--- src/sbrg_regs.svh ---
// Purpose: register map, field positions, reset values and divide factors
// Assumes: 32-bit AHB-Lite data, one aligned word per register
// Notes: byte offsets, narrow registers sit in the low bits
`ifndef SBRG_REGS_SVH
`define SBRG_REGS_SVH

`define SBRG_ADDR_W 8
`define SBRG_OFS_DIV_LOW 8'h00
`define SBRG_OFS_DIV_HIGH 8'h04
`define SBRG_OFS_BAUD_CTRL 8'h08
`define SBRG_OFS_TX_CTRL 8'h0c
`define SBRG_OFS_RX_CTRL 8'h10
`define SBRG_OFS_IRQ_FLAGS 8'h14
`define SBRG_OFS_IRQ_ENABLES 8'h18
`define SBRG_OFS_IRQ_CLEAR 8'h1c
`define SBRG_OFS_COUNT 8'h20

`define SBRG_BIT_WIDE_GEN 3
`define SBRG_BIT_CLK_POL 4
`define SBRG_BIT_CLK_SRC 7
`define SBRG_BIT_TX_ENABLE 5
`define SBRG_BIT_SYNC_MODE 4
`define SBRG_BIT_HIGH_SPEED 2
`define SBRG_BIT_SHIFT_EMPTY 1
`define SBRG_BIT_PORT_ENABLE 7
`define SBRG_BIT_CONT_RX 4
`define SBRG_BIT_RX_FLAG 5
`define SBRG_BIT_TX_FLAG 4

`define SBRG_RST_BYTE 8'h00
`define SBRG_BAUD_CTRL_MASK 8'h18
`define SBRG_TX_CTRL_MASK 8'hfd
`define SBRG_RX_CTRL_MASK 8'hf8
`define SBRG_IRQ_MASK 8'h30

`define SBRG_FACTOR_SLOW 64
`define SBRG_FACTOR_MID 16
`define SBRG_FACTOR_FAST 4

`endif

--- src/sbrg_pkg.sv ---
// Purpose: shared types of the baud rate generator
// Assumes: nothing beyond the register header
// Notes: prescale factor selection is an enum
package sbrg_pkg;
  typedef enum logic [1:0] {
    SBRG_DIV_SLOW,
    SBRG_DIV_MID,
    SBRG_DIV_FAST
  } sbrg_factor_type;
endpackage

--- src/sbrg_top.sv ---
// Purpose: baud rate generator with AHB-Lite registers and receive/transmit interrupt flags
// Assumes: event and status inputs come from shifter logic on i_clk
// Notes: reads take one wait state, writes none; response always OKAY
// Operation
// - High divisor byte is its own writable 8-bit register, reset zero.
// - High byte left out of the divisor unless wide generator selected; else low byte alone.
// - Writing the high divisor byte restarts the rate counter.
// - Async, narrow, low speed: rate is clock over 64 times divisor plus one.
// - Async, wide, low speed: rate is clock over 16 times divisor plus one.
// - Sync mode: clock over 4 times divisor plus one; speed select ignored.
// - Wide divisor is high and low bytes joined as one value.
// - Receive flag at bit 5, transmit flag at bit 4 of flag register.
// - Receive and transmit enables at bits 5 and 4 of enable register.
`timescale 1ns/1ps
`include "sbrg_regs.svh"
module sbrg_top #(
  parameter int DIV_W = 16,
  parameter int PRESC_W = 6
) (
  input wire logic i_clk,
  input wire logic i_rst_n,
  input wire logic i_hsel,
  input wire logic [31:0] i_haddr,
  input wire logic [1:0] i_htrans,
  input wire logic i_hwrite,
  input wire logic [2:0] i_hsize,
  input wire logic [31:0] i_hwdata,
  input wire logic i_hready,
  output logic o_hreadyout,
  output logic o_hresp,
  output logic [31:0] o_hrdata,
  input wire logic i_rx_event,
  input wire logic i_tx_event,
  input wire logic i_tx_shift_empty,
  output logic o_rate_tick,
  output logic o_port_enable,
  output logic o_sync_mode,
  output logic o_clk_master,
  output logic o_clk_polarity,
  output logic o_irq,
  input wire sbrg_pkg::sbrg_factor_type i_unused_factor
);
  import sbrg_pkg::*;

  generate
    if (DIV_W != 16) begin : g_bad_div
      $error("sbrg_top divisor must be 16 bits, two bytes");
    end
    if (PRESC_W < 6) begin : g_bad_presc
      $error("sbrg_top prescaler must hold a count of 63");
    end
    if (((`SBRG_FACTOR_SLOW - 1) >> PRESC_W) != 0) begin : g_bad_fit
      $error("sbrg_top prescaler too narrow for the slowest factor");
    end
  endgenerate

  ////////////////////////////////////////////////////////////////////////////////
  // AHB-Lite slave
  logic accept;
  logic dph_wr_q;
  logic dph_rd_q;
  logic rd_done_q;
  logic [`SBRG_ADDR_W-1:0] addr_q;
  logic wr_en;
  logic rd_load;
  logic [31:0] hrdata_q;
  logic [7:0] rd_byte;
  logic [DIV_W-1:0] rd_count;
  logic unused_ok;

  assign accept = i_hsel && i_htrans[1] && i_hready;
  // Read data come from a flop, so reads stall one cycle to load it
  assign o_hreadyout = !(dph_rd_q && !rd_done_q);
  assign o_hresp = 1'b0;
  assign o_hrdata = hrdata_q;
  assign wr_en = dph_wr_q;
  assign rd_load = dph_rd_q && !rd_done_q;
  // Size is not checked; every access is treated as a whole word
  assign unused_ok = &{1'b0, i_hsize, i_unused_factor, i_haddr[31:`SBRG_ADDR_W], i_haddr[1:0]};

  // Data phase state only moves while the bus is ready
  always_ff @(posedge i_clk or negedge i_rst_n) begin
    if (!i_rst_n) begin
      dph_wr_q <= 1'b0;
      dph_rd_q <= 1'b0;
      addr_q <= '0;
    end else if (i_hready) begin
      dph_wr_q <= accept && i_hwrite;
      dph_rd_q <= accept && !i_hwrite;
      addr_q <= {i_haddr[`SBRG_ADDR_W-1:2], 2'b00};
    end
  end

  always_ff @(posedge i_clk or negedge i_rst_n) begin
    if (!i_rst_n) begin
      rd_done_q <= 1'b0;
    end else begin
      rd_done_q <= dph_rd_q && !o_hreadyout;
    end
  end

  ////////////////////////////////////////////////////////////////////////////////
  // Software registers
  logic [7:0] div_low_q;
  logic [7:0] div_high_q;
  logic [7:0] baud_ctrl_q;
  logic [7:0] tx_ctrl_q;
  logic [7:0] rx_ctrl_q;
  logic [7:0] irq_flags_q;
  logic [7:0] irq_flags_d;
  logic [7:0] irq_en_q;
  logic [7:0] irq_clear;
  logic wr_low;
  logic wr_high;

  assign wr_low = wr_en && (addr_q == `SBRG_OFS_DIV_LOW);
  assign wr_high = wr_en && (addr_q == `SBRG_OFS_DIV_HIGH);

  always_ff @(posedge i_clk or negedge i_rst_n) begin
    if (!i_rst_n) begin
      div_low_q <= `SBRG_RST_BYTE;
    end else if (wr_low) begin
      div_low_q <= i_hwdata[7:0];
    end
  end

  always_ff @(posedge i_clk or negedge i_rst_n) begin
    if (!i_rst_n) begin
      div_high_q <= `SBRG_RST_BYTE;
    end else if (wr_high) begin
      div_high_q <= i_hwdata[7:0];
    end
  end

  // Control registers keep only their implemented bits; the rest read zero, except transmit control bit 1, which reads the shifter empty input
  always_ff @(posedge i_clk or negedge i_rst_n) begin
    if (!i_rst_n) begin
      baud_ctrl_q <= `SBRG_RST_BYTE;
    end else if (wr_en && (addr_q == `SBRG_OFS_BAUD_CTRL)) begin
      baud_ctrl_q <= i_hwdata[7:0] & `SBRG_BAUD_CTRL_MASK;
    end
  end

  always_ff @(posedge i_clk or negedge i_rst_n) begin
    if (!i_rst_n) begin
      tx_ctrl_q <= `SBRG_RST_BYTE;
    end else if (wr_en && (addr_q == `SBRG_OFS_TX_CTRL)) begin
      tx_ctrl_q <= i_hwdata[7:0] & `SBRG_TX_CTRL_MASK;
    end
  end

  always_ff @(posedge i_clk or negedge i_rst_n) begin
    if (!i_rst_n) begin
      rx_ctrl_q <= `SBRG_RST_BYTE;
    end else if (wr_en && (addr_q == `SBRG_OFS_RX_CTRL)) begin
      rx_ctrl_q <= i_hwdata[7:0] & `SBRG_RX_CTRL_MASK;
    end
  end

  always_ff @(posedge i_clk or negedge i_rst_n) begin
    if (!i_rst_n) begin
      irq_en_q <= `SBRG_RST_BYTE;
    end else if (wr_en && (addr_q == `SBRG_OFS_IRQ_ENABLES)) begin
      irq_en_q <= i_hwdata[7:0] & `SBRG_IRQ_MASK;
    end
  end

  ////////////////////////////////////////////////////////////////////////////////
  // Interrupt flags
  always_comb begin
    irq_clear = 8'h00;
    if (wr_en && (addr_q == `SBRG_OFS_IRQ_CLEAR)) begin
      irq_clear = i_hwdata[7:0];
    end
    // A new event wins over a clear in the same cycle
    irq_flags_d = irq_flags_q & ~irq_clear;
    irq_flags_d[`SBRG_BIT_RX_FLAG] = irq_flags_d[`SBRG_BIT_RX_FLAG] | i_rx_event;
    irq_flags_d[`SBRG_BIT_TX_FLAG] = irq_flags_d[`SBRG_BIT_TX_FLAG] | i_tx_event;
  end

  // Flags latch whether enabled or not, until software clears them
  always_ff @(posedge i_clk or negedge i_rst_n) begin
    if (!i_rst_n) begin
      irq_flags_q <= `SBRG_RST_BYTE;
    end else begin
      irq_flags_q <= irq_flags_d;
    end
  end

  // Level output; drops in the cycle after the clear or disable write
  assign o_irq = |(irq_flags_q & irq_en_q & `SBRG_IRQ_MASK);

  ////////////////////////////////////////////////////////////////////////////////
  // Mode decode and divisor
  logic wide_generator_select;
  logic high_speed_select;
  logic sync_mode;
  logic port_enable;
  sbrg_factor_type factor;
  logic [PRESC_W-1:0] presc_load;
  logic [DIV_W-1:0] divisor;
  logic [3:0] mode_q;
  logic mode_change;
  logic restart;

  assign wide_generator_select = baud_ctrl_q[`SBRG_BIT_WIDE_GEN];
  assign high_speed_select = tx_ctrl_q[`SBRG_BIT_HIGH_SPEED];
  assign sync_mode = tx_ctrl_q[`SBRG_BIT_SYNC_MODE];
  assign port_enable = rx_ctrl_q[`SBRG_BIT_PORT_ENABLE];

  // Narrow mode keeps the high byte out entirely
  assign divisor = wide_generator_select ? {div_high_q, div_low_q} : {8'h00, div_low_q};

  always_comb begin
    factor = SBRG_DIV_SLOW;
    if (sync_mode) begin
      factor = SBRG_DIV_FAST;
    end else if (wide_generator_select && high_speed_select) begin
      factor = SBRG_DIV_FAST;
    end else if (wide_generator_select || high_speed_select) begin
      factor = SBRG_DIV_MID;
    end else begin
      factor = SBRG_DIV_SLOW;
    end
  end

  always_comb begin
    case (factor)
      SBRG_DIV_SLOW: presc_load = PRESC_W'(`SBRG_FACTOR_SLOW - 1);
      SBRG_DIV_MID: presc_load = PRESC_W'(`SBRG_FACTOR_MID - 1);
      SBRG_DIV_FAST: presc_load = PRESC_W'(`SBRG_FACTOR_FAST - 1);
      default: presc_load = PRESC_W'(`SBRG_FACTOR_SLOW - 1);
    endcase
  end

  // A mode change alters the period, so a stale count is dropped
  always_ff @(posedge i_clk or negedge i_rst_n) begin
    if (!i_rst_n) begin
      mode_q <= 4'h0;
    end else begin
      mode_q <= {port_enable, sync_mode, wide_generator_select, high_speed_select};
    end
  end

  assign mode_change = mode_q != {port_enable, sync_mode, wide_generator_select, high_speed_select};
  assign restart = wr_high || wr_low || mode_change || !port_enable;

  ////////////////////////////////////////////////////////////////////////////////
  // Rate counters
  logic presc_expire;
  logic div_expire;
  logic tick_q;

  // Prescaler runs every clock; its period is the mode's divide factor
  sbrg_counter #(
    .WIDTH(PRESC_W)
  ) u_presc (
    .i_clk(i_clk),
    .i_rst_n(i_rst_n),
    .i_restart(restart),
    .i_step(1'b1),
    .i_load_val(presc_load),
    .o_expire(presc_expire),
    .o_count()
  );

  // Reloads from the divisor each time it runs out
  sbrg_counter #(
    .WIDTH(DIV_W)
  ) u_div (
    .i_clk(i_clk),
    .i_rst_n(i_rst_n),
    .i_restart(restart),
    .i_step(presc_expire),
    .i_load_val(divisor),
    .o_expire(div_expire),
    .o_count(rd_count)
  );

  // Registered tick costs one cycle of lag but never glitches
  always_ff @(posedge i_clk or negedge i_rst_n) begin
    if (!i_rst_n) begin
      tick_q <= 1'b0;
    end else begin
      tick_q <= div_expire && port_enable;
    end
  end

  assign o_rate_tick = tick_q;

  ////////////////////////////////////////////////////////////////////////////////
  // Control outputs
  // Copies lag the control bits by one cycle; users see settled levels
  logic [3:0] ctrl_out_q;

  always_ff @(posedge i_clk or negedge i_rst_n) begin
    if (!i_rst_n) begin
      ctrl_out_q <= 4'h0;
    end else begin
      ctrl_out_q <= {port_enable, sync_mode, tx_ctrl_q[`SBRG_BIT_CLK_SRC] && sync_mode,
        baud_ctrl_q[`SBRG_BIT_CLK_POL]};
    end
  end

  assign o_port_enable = ctrl_out_q[3];
  assign o_sync_mode = ctrl_out_q[2];
  assign o_clk_master = ctrl_out_q[1];
  assign o_clk_polarity = ctrl_out_q[0];

  ////////////////////////////////////////////////////////////////////////////////
  // Read mux
  always_comb begin
    rd_byte = 8'h00;
    case (addr_q)
      `SBRG_OFS_DIV_LOW: rd_byte = div_low_q;
      `SBRG_OFS_DIV_HIGH: rd_byte = div_high_q;
      `SBRG_OFS_BAUD_CTRL: rd_byte = baud_ctrl_q;
      `SBRG_OFS_TX_CTRL: begin
        rd_byte = tx_ctrl_q;
        rd_byte[`SBRG_BIT_SHIFT_EMPTY] = i_tx_shift_empty;
      end
      `SBRG_OFS_RX_CTRL: rd_byte = rx_ctrl_q;
      `SBRG_OFS_IRQ_FLAGS: rd_byte = irq_flags_q;
      `SBRG_OFS_IRQ_ENABLES: rd_byte = irq_en_q;
      // Clear register is write-only
      `SBRG_OFS_IRQ_CLEAR: rd_byte = 8'h00;
      default: rd_byte = 8'h00;
    endcase
  end

  always_ff @(posedge i_clk or negedge i_rst_n) begin
    if (!i_rst_n) begin
      hrdata_q <= 32'h0000_0000;
    end else if (rd_load) begin
      // Counter value is taken in the first data cycle of the read
      if (addr_q == `SBRG_OFS_COUNT) begin
        hrdata_q <= {16'h0000, rd_count};
      end else begin
        hrdata_q <= {24'h00_0000, rd_byte} | {31'h0, unused_ok};
      end
    end
  end
endmodule

--- src/sbrg_counter.sv ---
// Purpose: reloadable down counter with one-cycle expire pulse
// Assumes: i_load_val stable while counting, or a restart follows a change
// Notes: expires every i_load_val+1 enabled cycles
`timescale 1ns/1ps
module sbrg_counter #(
  parameter int WIDTH = 16
) (
  input wire logic i_clk,
  input wire logic i_rst_n,
  input wire logic i_restart,
  input wire logic i_step,
  input wire logic [WIDTH-1:0] i_load_val,
  output logic o_expire,
  output logic [WIDTH-1:0] o_count
);
  logic [WIDTH-1:0] count_q;

  generate
    if (WIDTH < 1) begin : g_bad
      $error("sbrg_counter needs WIDTH of at least 1");
    end
  endgenerate

  assign o_expire = i_step && (count_q == '0) && !i_restart;
  assign o_count = count_q;

  always_ff @(posedge i_clk or negedge i_rst_n) begin
    if (!i_rst_n) begin
      count_q <= '0;
    end else if (i_restart) begin
      count_q <= i_load_val;
    end else if (i_step) begin
      if (count_q == '0) begin
        count_q <= i_load_val;
      end else begin
        count_q <= count_q - 1'b1;
      end
    end
  end
endmodule

--- config.mk ---
export PLATFORM = sky130hd
export DESIGN_NAME = sbrg_top
export DESIGN_NICKNAME = d
export VERILOG_FILES = /design/src/sbrg_pkg.sv /design/src/sbrg_top.sv /design/src/sbrg_counter.sv
export VERILOG_INCLUDE_DIRS = /design/src /design/src/src
export SDC_FILE = /design/constraint.sdc
export NUM_CORES = 1
export LEC_CHECK = 0
export ABC_CLOCK_PERIOD_IN_PS = 3750
export BUFFER_PORTS_ARGS = -buffer_cell sky130_fd_sc_hd__clkbuf_2
export CORE_ASPECT_RATIO = 2
export CORE_MARGIN = 3
export CORE_UTILIZATION = 50
export DETAILED_ROUTE_END_ITERATION = 8
export PLACE_DENSITY_LB_ADDON = 0.15
export REMOVE_ABC_BUFFERS = 1
export SLEW_MARGIN = 20
export SYNTH_ARGS = -nofsm -noshare
export SYNTH_HDL_FRONTEND = slang
export SYNTH_HIERARCHICAL = 1
export SYNTH_SLANG_ARGS = --single-unit
export TNS_END_PERCENT = 1
--- constraint.sdc ---
create_clock -name i_clk -period 3.75 [get_ports i_clk]
set_clock_uncertainty 0.05 [all_clocks]
set_input_delay 1.125 -clock i_clk [delete_from_list [all_inputs] [get_ports i_clk]]
set_output_delay 1.125 -clock i_clk [all_outputs]
set_load 0.02 [all_outputs]
**Yosys cells after proc, flatten, opt, wreduce, memory -nomap -nowiden**

Cells that the tools add are included.

- Register bits after elaboration: 112
- Output and inout bits: 40
- Logic and storage cells: 81

- $add $sub $neg: 2
- Equality and inequality tests: 11
- Mux-type cells: 13
- Bitwise operators: 5
- Reduce and logical (&&, ||, !) cells: 33

Operators with widths:

| kind | number |
|---|---|
| $mux 16 | 5 |
| $pmux 8 s7 | 1 |
| $eq 6x3->1 const B | 4 |
| $logic_and 1x1->1 | 19 |
| $logic_not 16->1 | 1 |
| $sub 16x1->16 const B | 1 |
| $eq 6x2->1 const B | 2 |
| $mux 6 | 2 |
| $pmux 6 s2 | 1 |
| $and 8x8->8 | 1 |
| $logic_not 8->1 | 1 |
| $mux 8 | 1 |
| $not 8->8 | 1 |
| $and 6x6->6 | 1 |
| $eq 6x1->1 const B | 1 |
| $eq 6x4->1 const B | 1 |
| $logic_not 6->1 | 1 |
| $sub 6x1->6 const B | 1 |
| $logic_not 1->1 | 5 |
| $logic_or 1x1->1 | 4 |
| $mux 2 | 2 |
| $ne 4x4->1 | 1 |
| $eq 2x1->1 const B | 1 |
| $eq 2x2->1 const B | 1 |
| other kinds (4) | 5 |

**Depth between registers and ports, before layout**

Gate-level depths: netlist (run 1).

- Depth after elaboration: 10
- Mapped depth: 12
- Depth with buffers taken out: 10

**Modules after synthesis**

The synthesis (run 1) kept the hierarchy.

Modules (own cells, without submodules):

| module | instances | cells an instance | area an instance (um^2) | seq. area each (um^2) |
|---|---|---|---|---|
| sbrg_top | 1 | 278 | 3335.7 | 1801.7 |
| sbrg_counter (u_div) | 1 | 128 | 1114.8 | 400.4 |
| sbrg_counter (u_presc) | 1 | 48 | 430.4 | 150.1 |

**Least setup slack after synthesis (run 1)**

No wires, ideal clock.

- Kind: register to register
- Start point: register addr_q[5]
- End point: register u_div.count_q[9], in the netlist u_div/o_count[9]
- Setup time: 121 ps
- Arrival: 2748 ps
- Data required time: 3579 ps
- Path slack: 830 ps
- Stages on the path, launching flop included: 13
- Path buffers: 3
- Clock period less this slack: 2920 ps
- Cells stage by stage: dfrtp_1 nor4_1 and2_1 clkbuf_1 nand2_1 nand3_1 clkbuf_1 or2b_1 nor2_1 or2_2 clkbuf_1 o21a_1 o22a_1

- Cells in the longest elaborated chain, start to end: 8

RTL lines:

| item | RTL line | RTL |
|---|---|---|
| start: declaration | sbrg_top.sv:63 | `` logic [`SBRG_ADDR_W-1:0] addr_q; `` |
| start signal: assignment | sbrg_top.sv:90 | `` addr_q <= {i_haddr[`SBRG_ADDR_W-1:2], 2'b00}; `` |
| $eq 6x1->1 / $logic_not 8->1 (equally long branches) | -- |  |
| $logic_and 1x1->1, on equally long branches | sbrg_top.sv:117, sbrg_top.sv:116 |  |
| $logic_or 1x1->1 * (3 in series) | sbrg_top.sv:246 | `assign restart = wr_high \|\| wr_low \|\| mode_change \|\| !port_enable;` |
| named net restart | sbrg_top.sv:204 | `logic restart;` |
| $logic_not 1->1 * | sbrg_counter.sv:24 | `assign o_expire = i_step && (count_q == '0) && !i_restart;` |
| $logic_and 1x1->1 * | sbrg_counter.sv:24 |  |
| named net presc_expire | sbrg_top.sv:250 | `logic presc_expire;` |
| $reduce_bool 2->1 (no source line) * | -- |  |
| end signal: assignment | sbrg_counter.sv:31 | `count_q <= i_load_val;` |
| end signal: assignment | sbrg_counter.sv:34 | `count_q <= i_load_val;` |
| end signal: assignment | sbrg_counter.sv:36 | `count_q <= count_q - 1'b1;` |
| end: declaration | sbrg_counter.sv:16 | `logic [WIDTH-1:0] count_q;` |

Mark *: on every way through the listed nets, which the timed path passes. The rest lies on a longest branch.
A chain may end at the register's enable or synchronous reset.

**Final worst setup path (run 1)**

- Start point: register baud_ctrl_q[3]
- End point: register u_div.count_q[14], in the netlist u_div/o_count[14]

- Cells in the longest elaborated chain, start to end: 6

RTL lines:

| item | RTL line | RTL |
|---|---|---|
| start: declaration | sbrg_top.sv:106 | `logic [7:0] baud_ctrl_q;` |
| start signal: assignment | sbrg_top.sv:138 | `` baud_ctrl_q <= `SBRG_RST_BYTE; `` |
| start signal: assignment | sbrg_top.sv:140 | `` baud_ctrl_q <= i_hwdata[7:0] & `SBRG_BAUD_CTRL_MASK; `` |
| $ne 4x4->1 | sbrg_top.sv:245 | `assign mode_change = mode_q != {port_enable, sync_mode, wide_generator_select, high_speed_select};` |
| $logic_or 1x1->1 (2 in series) | sbrg_top.sv:246 |  |
| named net restart | sbrg_top.sv:204 |  |
| $logic_not 1->1 | sbrg_counter.sv:24 |  |
| $logic_and 1x1->1 | sbrg_counter.sv:24 |  |
| named net presc_expire | sbrg_top.sv:250 |  |
| $reduce_bool 2->1 (no source line) | -- |  |

The timed path passes the listed nets, and every way through them passes these cells. The select of a mux whose other input is x is not followed.

==> flow_summary.json, run 1 <==
{
  "setup_tns_ns": 0,
  "vias": 3708,
  "outcome": "completed",
  "die_width_um": 75.9,
  "synthTopCellsByArea": "dfrtp_1 48%, mux2_2 9.0%, nand3_1 2.8%",
  "highest_layer": "met4",
  "synth-edff-count": 0,
  "place_hpwl_um": 9190,
  "total_power_mw": 2.80,
  "start_kind": "flip-flop",
  "io_buffer_count": 45,
  "drtIter0Drc": 240,
  "overflow": 0,
  "ys_seq_area_share_pct": 48.2,
  "placed_cells": 627,
  "regArea_mm2": 0.00235,
  "p_per_area_mw_per_mm2": 506,
  "final-setup-viol-count": 0,
  "worstSkewPairLatency_ns": 0.35,
  "wl_met3_um": 420,
  "clk_transition_reported_paths_ns": 0.07,
  "coreArea_mm2": 0.00945,
  "yosysWarnings": 6,
  "wl_met1_um": 4320,
  "synthMostInstantiatedCell": "dfrtp_1",
  "path_max_fanout": 13,
  "syn_to_final_growth_pct": 13.3,
  "fillers": 855,
  "grt_usage_pct": 24.1,
  "drive_gt1_share_pct": 26.3,
  "boundaryPins": 119,
  "met2_length_um": 6990,
  "gp_congestion": 0.868,
  "end_kind": "flip-flop",
  "post_cts_resize_count": 0,
  "grt_start_max_net_pins": 56,
  "r2r_cells": 10,
  "die_h_um": 146,
  "ys_seq_elements": 94,
  "netlist.area_leader.share_pct": 48.2,
  "clkSinkCount": 94,
  "rsz0062_at_grt": "no",
  "mappedNetlistArea_mm2": 0.00488,
  "p_leak_nw": 2.46,
  "fin_crit_ns": 3.25,
  "crit_arrival_ns": 3.48,
  "grt_pass1_wl_um": 20000,
  "max_freq_ghz": 0.308,
  "post_cts_buffers": 0,
  "clock_tree.root_cell": "clkbuf_16",
  "synth_top_area_cell": "dfrtp_1",
  "max_slew_margin_pct": 39.0,
  "firstDrtPassIters": 5,
  "final_max_slew_viol_count": 0,
  "syn_avg_cell_area_um2": 10.8,
  "synth_cell_types": 74,
  "tightest_slew_ns": 0.906,
  "fp.dieArea_mm2": 0.0111,
  "grt_antenna_before_repair": 0,
  "criticalPathCategory": "reg -> reg",
  "cts_tree": "yes",
  "syn-instance-count": 454,
  "nNetsFinal": 593,
  "cts_hold_buf": 0,
  "synth_ff_type": "dfrtp_1",
  "synth.top_cells.by_count": "94 x dfrtp_1, 39 x mux2_2, 35 x nand2_1",
  "vdd_drop_max_mv": 0.332,
  "drt_wl_total_um": 12400,
  "crit_required_ns": 3.98,
  "vias_per_cell": 5.77,
  "hold_violations": 0,
  "async_reset_ff_share_pct": 100,
  "finalNonFillerCells": 643,
  "cts_max_path_buffers": 2,
  "cts_buffers": 9,
  "multi_input_area_mm2": 0.00234,
  "cts_max_level": 3,
  "wire_per_inst_um": 19.2,
  "initial_core_util_pct": 51.7,
  "whs_path_depth": 0,
  "grt_pass1_vias": 3938,
  "row_count": 50,
  "n_antenna_cell": 0,
  "fin_util_pct": 58.5,
  "ant_nets": 0,
  "fin_crit_sh_pct": 86.6,
  "drv_cap": 0,
  "drc": 0,
  "hp-class": "reg -> reg"
}
==> report_power, final <==
part	total [mW]	switching (mW)	internal [mW]
logic	0.538	0.301	0.237
clock network	0.935	0.410	0.526
registers	1.32	0.168	1.16
==> layer usage <==
metal | vias up | track usage, %
met5 | - | 0
met4 | 0 | 13.0
met3 | 36 | 4.22
met2 | 98 | 42.9
met1 | 1841 | 25.3
li1 | 1733 | -
==> flip-flops by register name (all words and copies together), names as in the netlist, 2 cells and up <==
signal           cells
addr_q               6
baud_ctrl_q          2
ctrl_out_q           4
div_high_q           8
div_low_q            8
irq_en_q             2
irq_flags_q          8
mode_q               2
o_hrdata            16
rx_ctrl_q            5
tx_ctrl_q            7
u_div/o_count       16
u_presc/o_count      6
==> final cells by class <==
| cell class | instances | area share, % |
|---|---|---|
| Sequential cell | 94 | 42.5 |
| Multi-Input combinational cell | 335 | 42.4 |
| Timing Repair Buffer | 55 | 5.70 |
| Clock buffer | 9 | 4.07 |
| Tap cell | 130 | 2.94 |
| Clock inverter | 7 | 1.49 |
| Inverter | 13 | 0.882 |
==> per-stage QoR <==
stage               worst slack, ns  hold WS (ns)  cell area [um^2]
CTS                           0.525         0.385              5530
detailed placement            0.557         0.359              5220
floorplan                     0.315         0.318              4740
finish                        0.502         0.386              5530
global route                  0.316         0.404              5530
global placement              0.647         0.360              5220
==> logic make-up after synthesis <==
kind of cell | after synthesis | synth area share (%)
AO/OA/AOI/OAI | 86 | 12.8
XOR/XNOR | 4 | 0.718
adder cells (fa/ha/maj) | 6 | 1.54
buffers and inverters | 50 | 5.84
flip-flops | 94 | 48.2
multiplexers | 49 | 11.8
other | 2 | 0.154
AND/OR/NAND/NOR | 163 | 19.0
==> layout by cell type, fill, tap and decap left out, drive strengths merged, types with 7 or more instances in the layout <==
cell type   n
conb       27
nor3        9
and2       12
mux2       44
a21oi      14
nand3      27
nor3b       8
nor2       26
o21ai      17
nor4        8
clkbuf     53
nand4       9
dfrtp      94
buf        11
nand2      37
inv        14
a21boi      7
==> critical path, stage by stage (launching register included) <==
cell	delay, ns
dfrtp_1	0.63
xnor2_1	0.18
nand3_1	0.10
nor3_1	0.31
nand3_1	0.20
or2b_1	0.31
nor2_1	0.37
or2_2	0.34
nand4_1	0.20
or3_1	0.38
nand3_1	0.09
==> final timing paths <==
check,slack (ns),to,start
max in group asynchronous,2.23,o_hrdata[9],i_rst_n
hold reg to reg,0.39,ctrl_out_q[0],baud_ctrl_q[4]
hold / removal,0.39,ctrl_out_q[0],baud_ctrl_q[4]
setup / recovery,0.50,u_div/o_count[14],baud_ctrl_q[3]
setup reg to reg,0.50,u_div/o_count[14],baud_ctrl_q[3]
min in group asynchronous,0.78,u_div/o_count[3],i_rst_n
Power figures use the tool's default switching activity.
==> inputs of run 2 (changes only) <==
--- a/config.mk
+++ b/config.mk
@@ -17,6 +17,5 @@
 export SLEW_MARGIN = 20
 export SYNTH_ARGS = -nofsm -noshare
 export SYNTH_HDL_FRONTEND = slang
-export SYNTH_HIERARCHICAL = 1
 export SYNTH_SLANG_ARGS = --single-unit
 export TNS_END_PERCENT = 1
==> flow_summary.json, run 2 <==
{
  "ys_seq_area_share_pct": 50.2,
  "drv_cap": 0,
  "internal_power_mw": 1.90,
  "r2r_end": "u_div.o_count[12]",
  "fin_util_pct": 57.5,
  "syn_to_final_growth_pct": 11.4,
  "regToRegStartpoint": "baud_ctrl_q[3]",
  "power_frac_seq_pct": 47.1,
  "fp.dieArea_mm2": 0.0106,
  "r2r_cells": 5,
  "grt_pass1_vias": 3610,
  "rsz0062_at_grt": "no",
  "synthSimpleGateAreaFrac_pct": 16.7,
  "synthMuxAreaShare_pct": 11.8,
  "grt_antenna_before_repair": 0,
  "synthAdderAreaFrac_pct": 1.60,
  "cts_max_path_buffers": 2,
  "final_max_slew_viol_count": 0,
  "drt_wl_total_um": 11600,
  "criticalPathCategory": "reg -> reg",
  "tightest_slew_ns": 0.907,
  "io_buffer_count": 45,
  "outcome": "completed",
  "cp-startpoint": "baud_ctrl_q[3]",
  "synth_cell_types": 59,
  "layout.cells.most_common_list": "94 x dfrtp_1, 45 x nand2_1, 44 x clkbuf_2, 38 x mux2_2, 26 x nor2_1",
  "grt_pass1_wl_um": 18500,
  "netlist.area_leader.share_pct": 50.2,
  "clk_transition_reported_paths_ns": 0.06,
  "crit_end": "u_div.o_count[12]",
  "yosysWarnings": 0,
  "die_h_um": 143,
  "cts_buffers": 9,
  "synth_top_family_by_area": "simple AND/OR/NAND/NOR gates",
  "syn_avg_cell_area_um2": 10.5,
  "crit_arrival_ns": 3.15,
  "firstDrtPassIters": 5,
  "total_power_mw": 2.75,
  "pre_cts_ws_ns": 0.799,
  "synth_compound_area_share_pct": 12.4,
  "syn-instance-count": 445,
  "wire_per_inst_um": 19.7,
  "ys_seq_elements": 94,
  "synth-edff-count": 0,
  "fillers": 839,
  "async_reset_ff_share_pct": 100,
  "layout_setup_ws_ns": 0.770,
  "hold_violations": 0,
  "finalNonFillerCells": 587,
  "p_per_area_mw_per_mm2": 527,
  "clkPwrFrac_pct": 32.6,
  "p_comb_share_pct": 20.3,
  "clock_tree.root_cell": "clkbuf_16",
  "synthMostInstantiatedCell": "dfrtp_1",
  "synth.top_cells.by_count": "94 x dfrtp_1, 45 x nand2_1, 38 x mux2_2",
  "mappedNetlistArea_mm2": 0.00469,
  "place_hpwl_um": 8510,
  "crit_required_ns": 3.92,
  "coreArea_mm2": 0.00907,
  "placed_cells": 572,
  "fin_crit_ns": 2.98,
  "boundaryPins": 119,
  "vdd_drop_max_mv": 0.328,
  "whs_ns": 0.381,
  "post_cts_resize_count": 0,
  "ant_nets": 0,
  "hp-class": "reg -> reg",
  "vias": 3539,
  "start_kind": "flip-flop",
  "max_slew_margin_pct": 39.6,
  "swShare_pct": 31.1,
  "placed_cell_area_mm2": 0.00493,
  "cts_max_level": 3,
  "grt_start_max_net_pins": 95,
  "n_antenna_cell": 0,
  "drtIter0Drc": 246,
  "gp_congestion": 0.920,
  "nNetsFinal": 566,
  "fin_area_mm2": 0.00522,
  "end_kind": "flip-flop",
  "setup_tns_ns": 0,
  "synthTopCellsByArea": "dfrtp_1 50%, mux2_2 9.1%, nand2_1 3.6%",
  "cts_tree": "yes",
  "post_cts_buffers": 0,
  "row_count": 49,
  "synth_xor_area_share_pct": 1.31,
  "rrSetupSlack_ns": 0.77,
  "overflow": 0,
  "worstSkewPairLatency_ns": 0.34,
  "final_common_cell": "dfrtp_1",
  "synth_top_area_cell": "dfrtp_1",
  "grt_usage_pct": 23.5,
  "synth_ff_type": "dfrtp_1",
  "initial_core_util_pct": 51.7,
  "drc": 0,
  "die_width_um": 74.5,
  "final-setup-viol-count": 0,
  "clkSinkCount": 94,
  "vias_per_cell": 6.03,
  "drive_gt1_share_pct": 23.1,
  "max_freq_ghz": 0.336,
  "cts_hold_buf": 0,
  "p_sw_mw": 0.854,
  "path_max_fanout": 25,
  "fin_crit_sh_pct": 79.5,
  "p_leak_nw": 2.43
}
## run 2: cell families (layout without fill, tap and decap cells)
kind of cell	Yosys count	after routing
and+or+nand+nor	153	153
AOI/OAI and AO/OA	81	81
buffers and inverters	54	78
muxes	49	49
DFF	94	94
xor gates and xnor gates	7	7
adders and majority gates	6	6
other	1	17
## run 2: power by group through the flow
stage	clock (mW)	sequential (mW)	combinational, mW
global placement	0	1.31	0.543
floorplan	0	1.29	0.358
detailed placement	0	1.31	0.555
finish	0.896	1.30	0.559
CTS	0.915	1.29	0.561
global route	0.962	1.31	0.618
## run 2: worst min-delay path by stage
| stage | from | endpoint | slack, ns | cells after the start |
|---|---|---|---|---|
| after detailed placement | baud_ctrl_q[4] | ctrl_out_q[0] | 0.38 | 0 |
| final | baud_ctrl_q[4] | ctrl_out_q[0] | 0.38 | 0 |
| after CTS | baud_ctrl_q[4] | ctrl_out_q[0] | 0.39 | 0 |
| after floorplan | baud_ctrl_q[4] | ctrl_out_q[0] | 0.32 | 0 |
| after global placement | baud_ctrl_q[4] | ctrl_out_q[0] | 0.37 | 0 |
| after global routing | baud_ctrl_q[4] | ctrl_out_q[0] | 0.39 | 0 |
## run 2: metal layers
metal,wire [um],GRT usage (%)
met1,4130,25.2
met5,0,0
met2,6670,42.6
met4,386,11.4
met3,395,4.16
## run 2: area by class of cell
| cell class | count | area, um^2 | area share, % |
|---|---|---|---|
| clock inverter | 3 | 45.0 | 0.863 |
| timing repair buffer | 52 | 293 | 5.61 |
| clock buffer | 12 | 246 | 4.72 |
| sequential | 94 | 2350 | 45.1 |
| multi-input combinational | 313 | 2120 | 40.5 |
| inverter | 11 | 41.3 | 0.791 |
| tap | 102 | 128 | 2.44 |
## run 2: critical path, cell delays in order, from the launching register on
cell	delay (ns)
dfrtp_1	0.56
xor2_1	0.25
nor4_2	0.61
and3_1	0.86
nor3_1	0.22
a221o_1	0.31
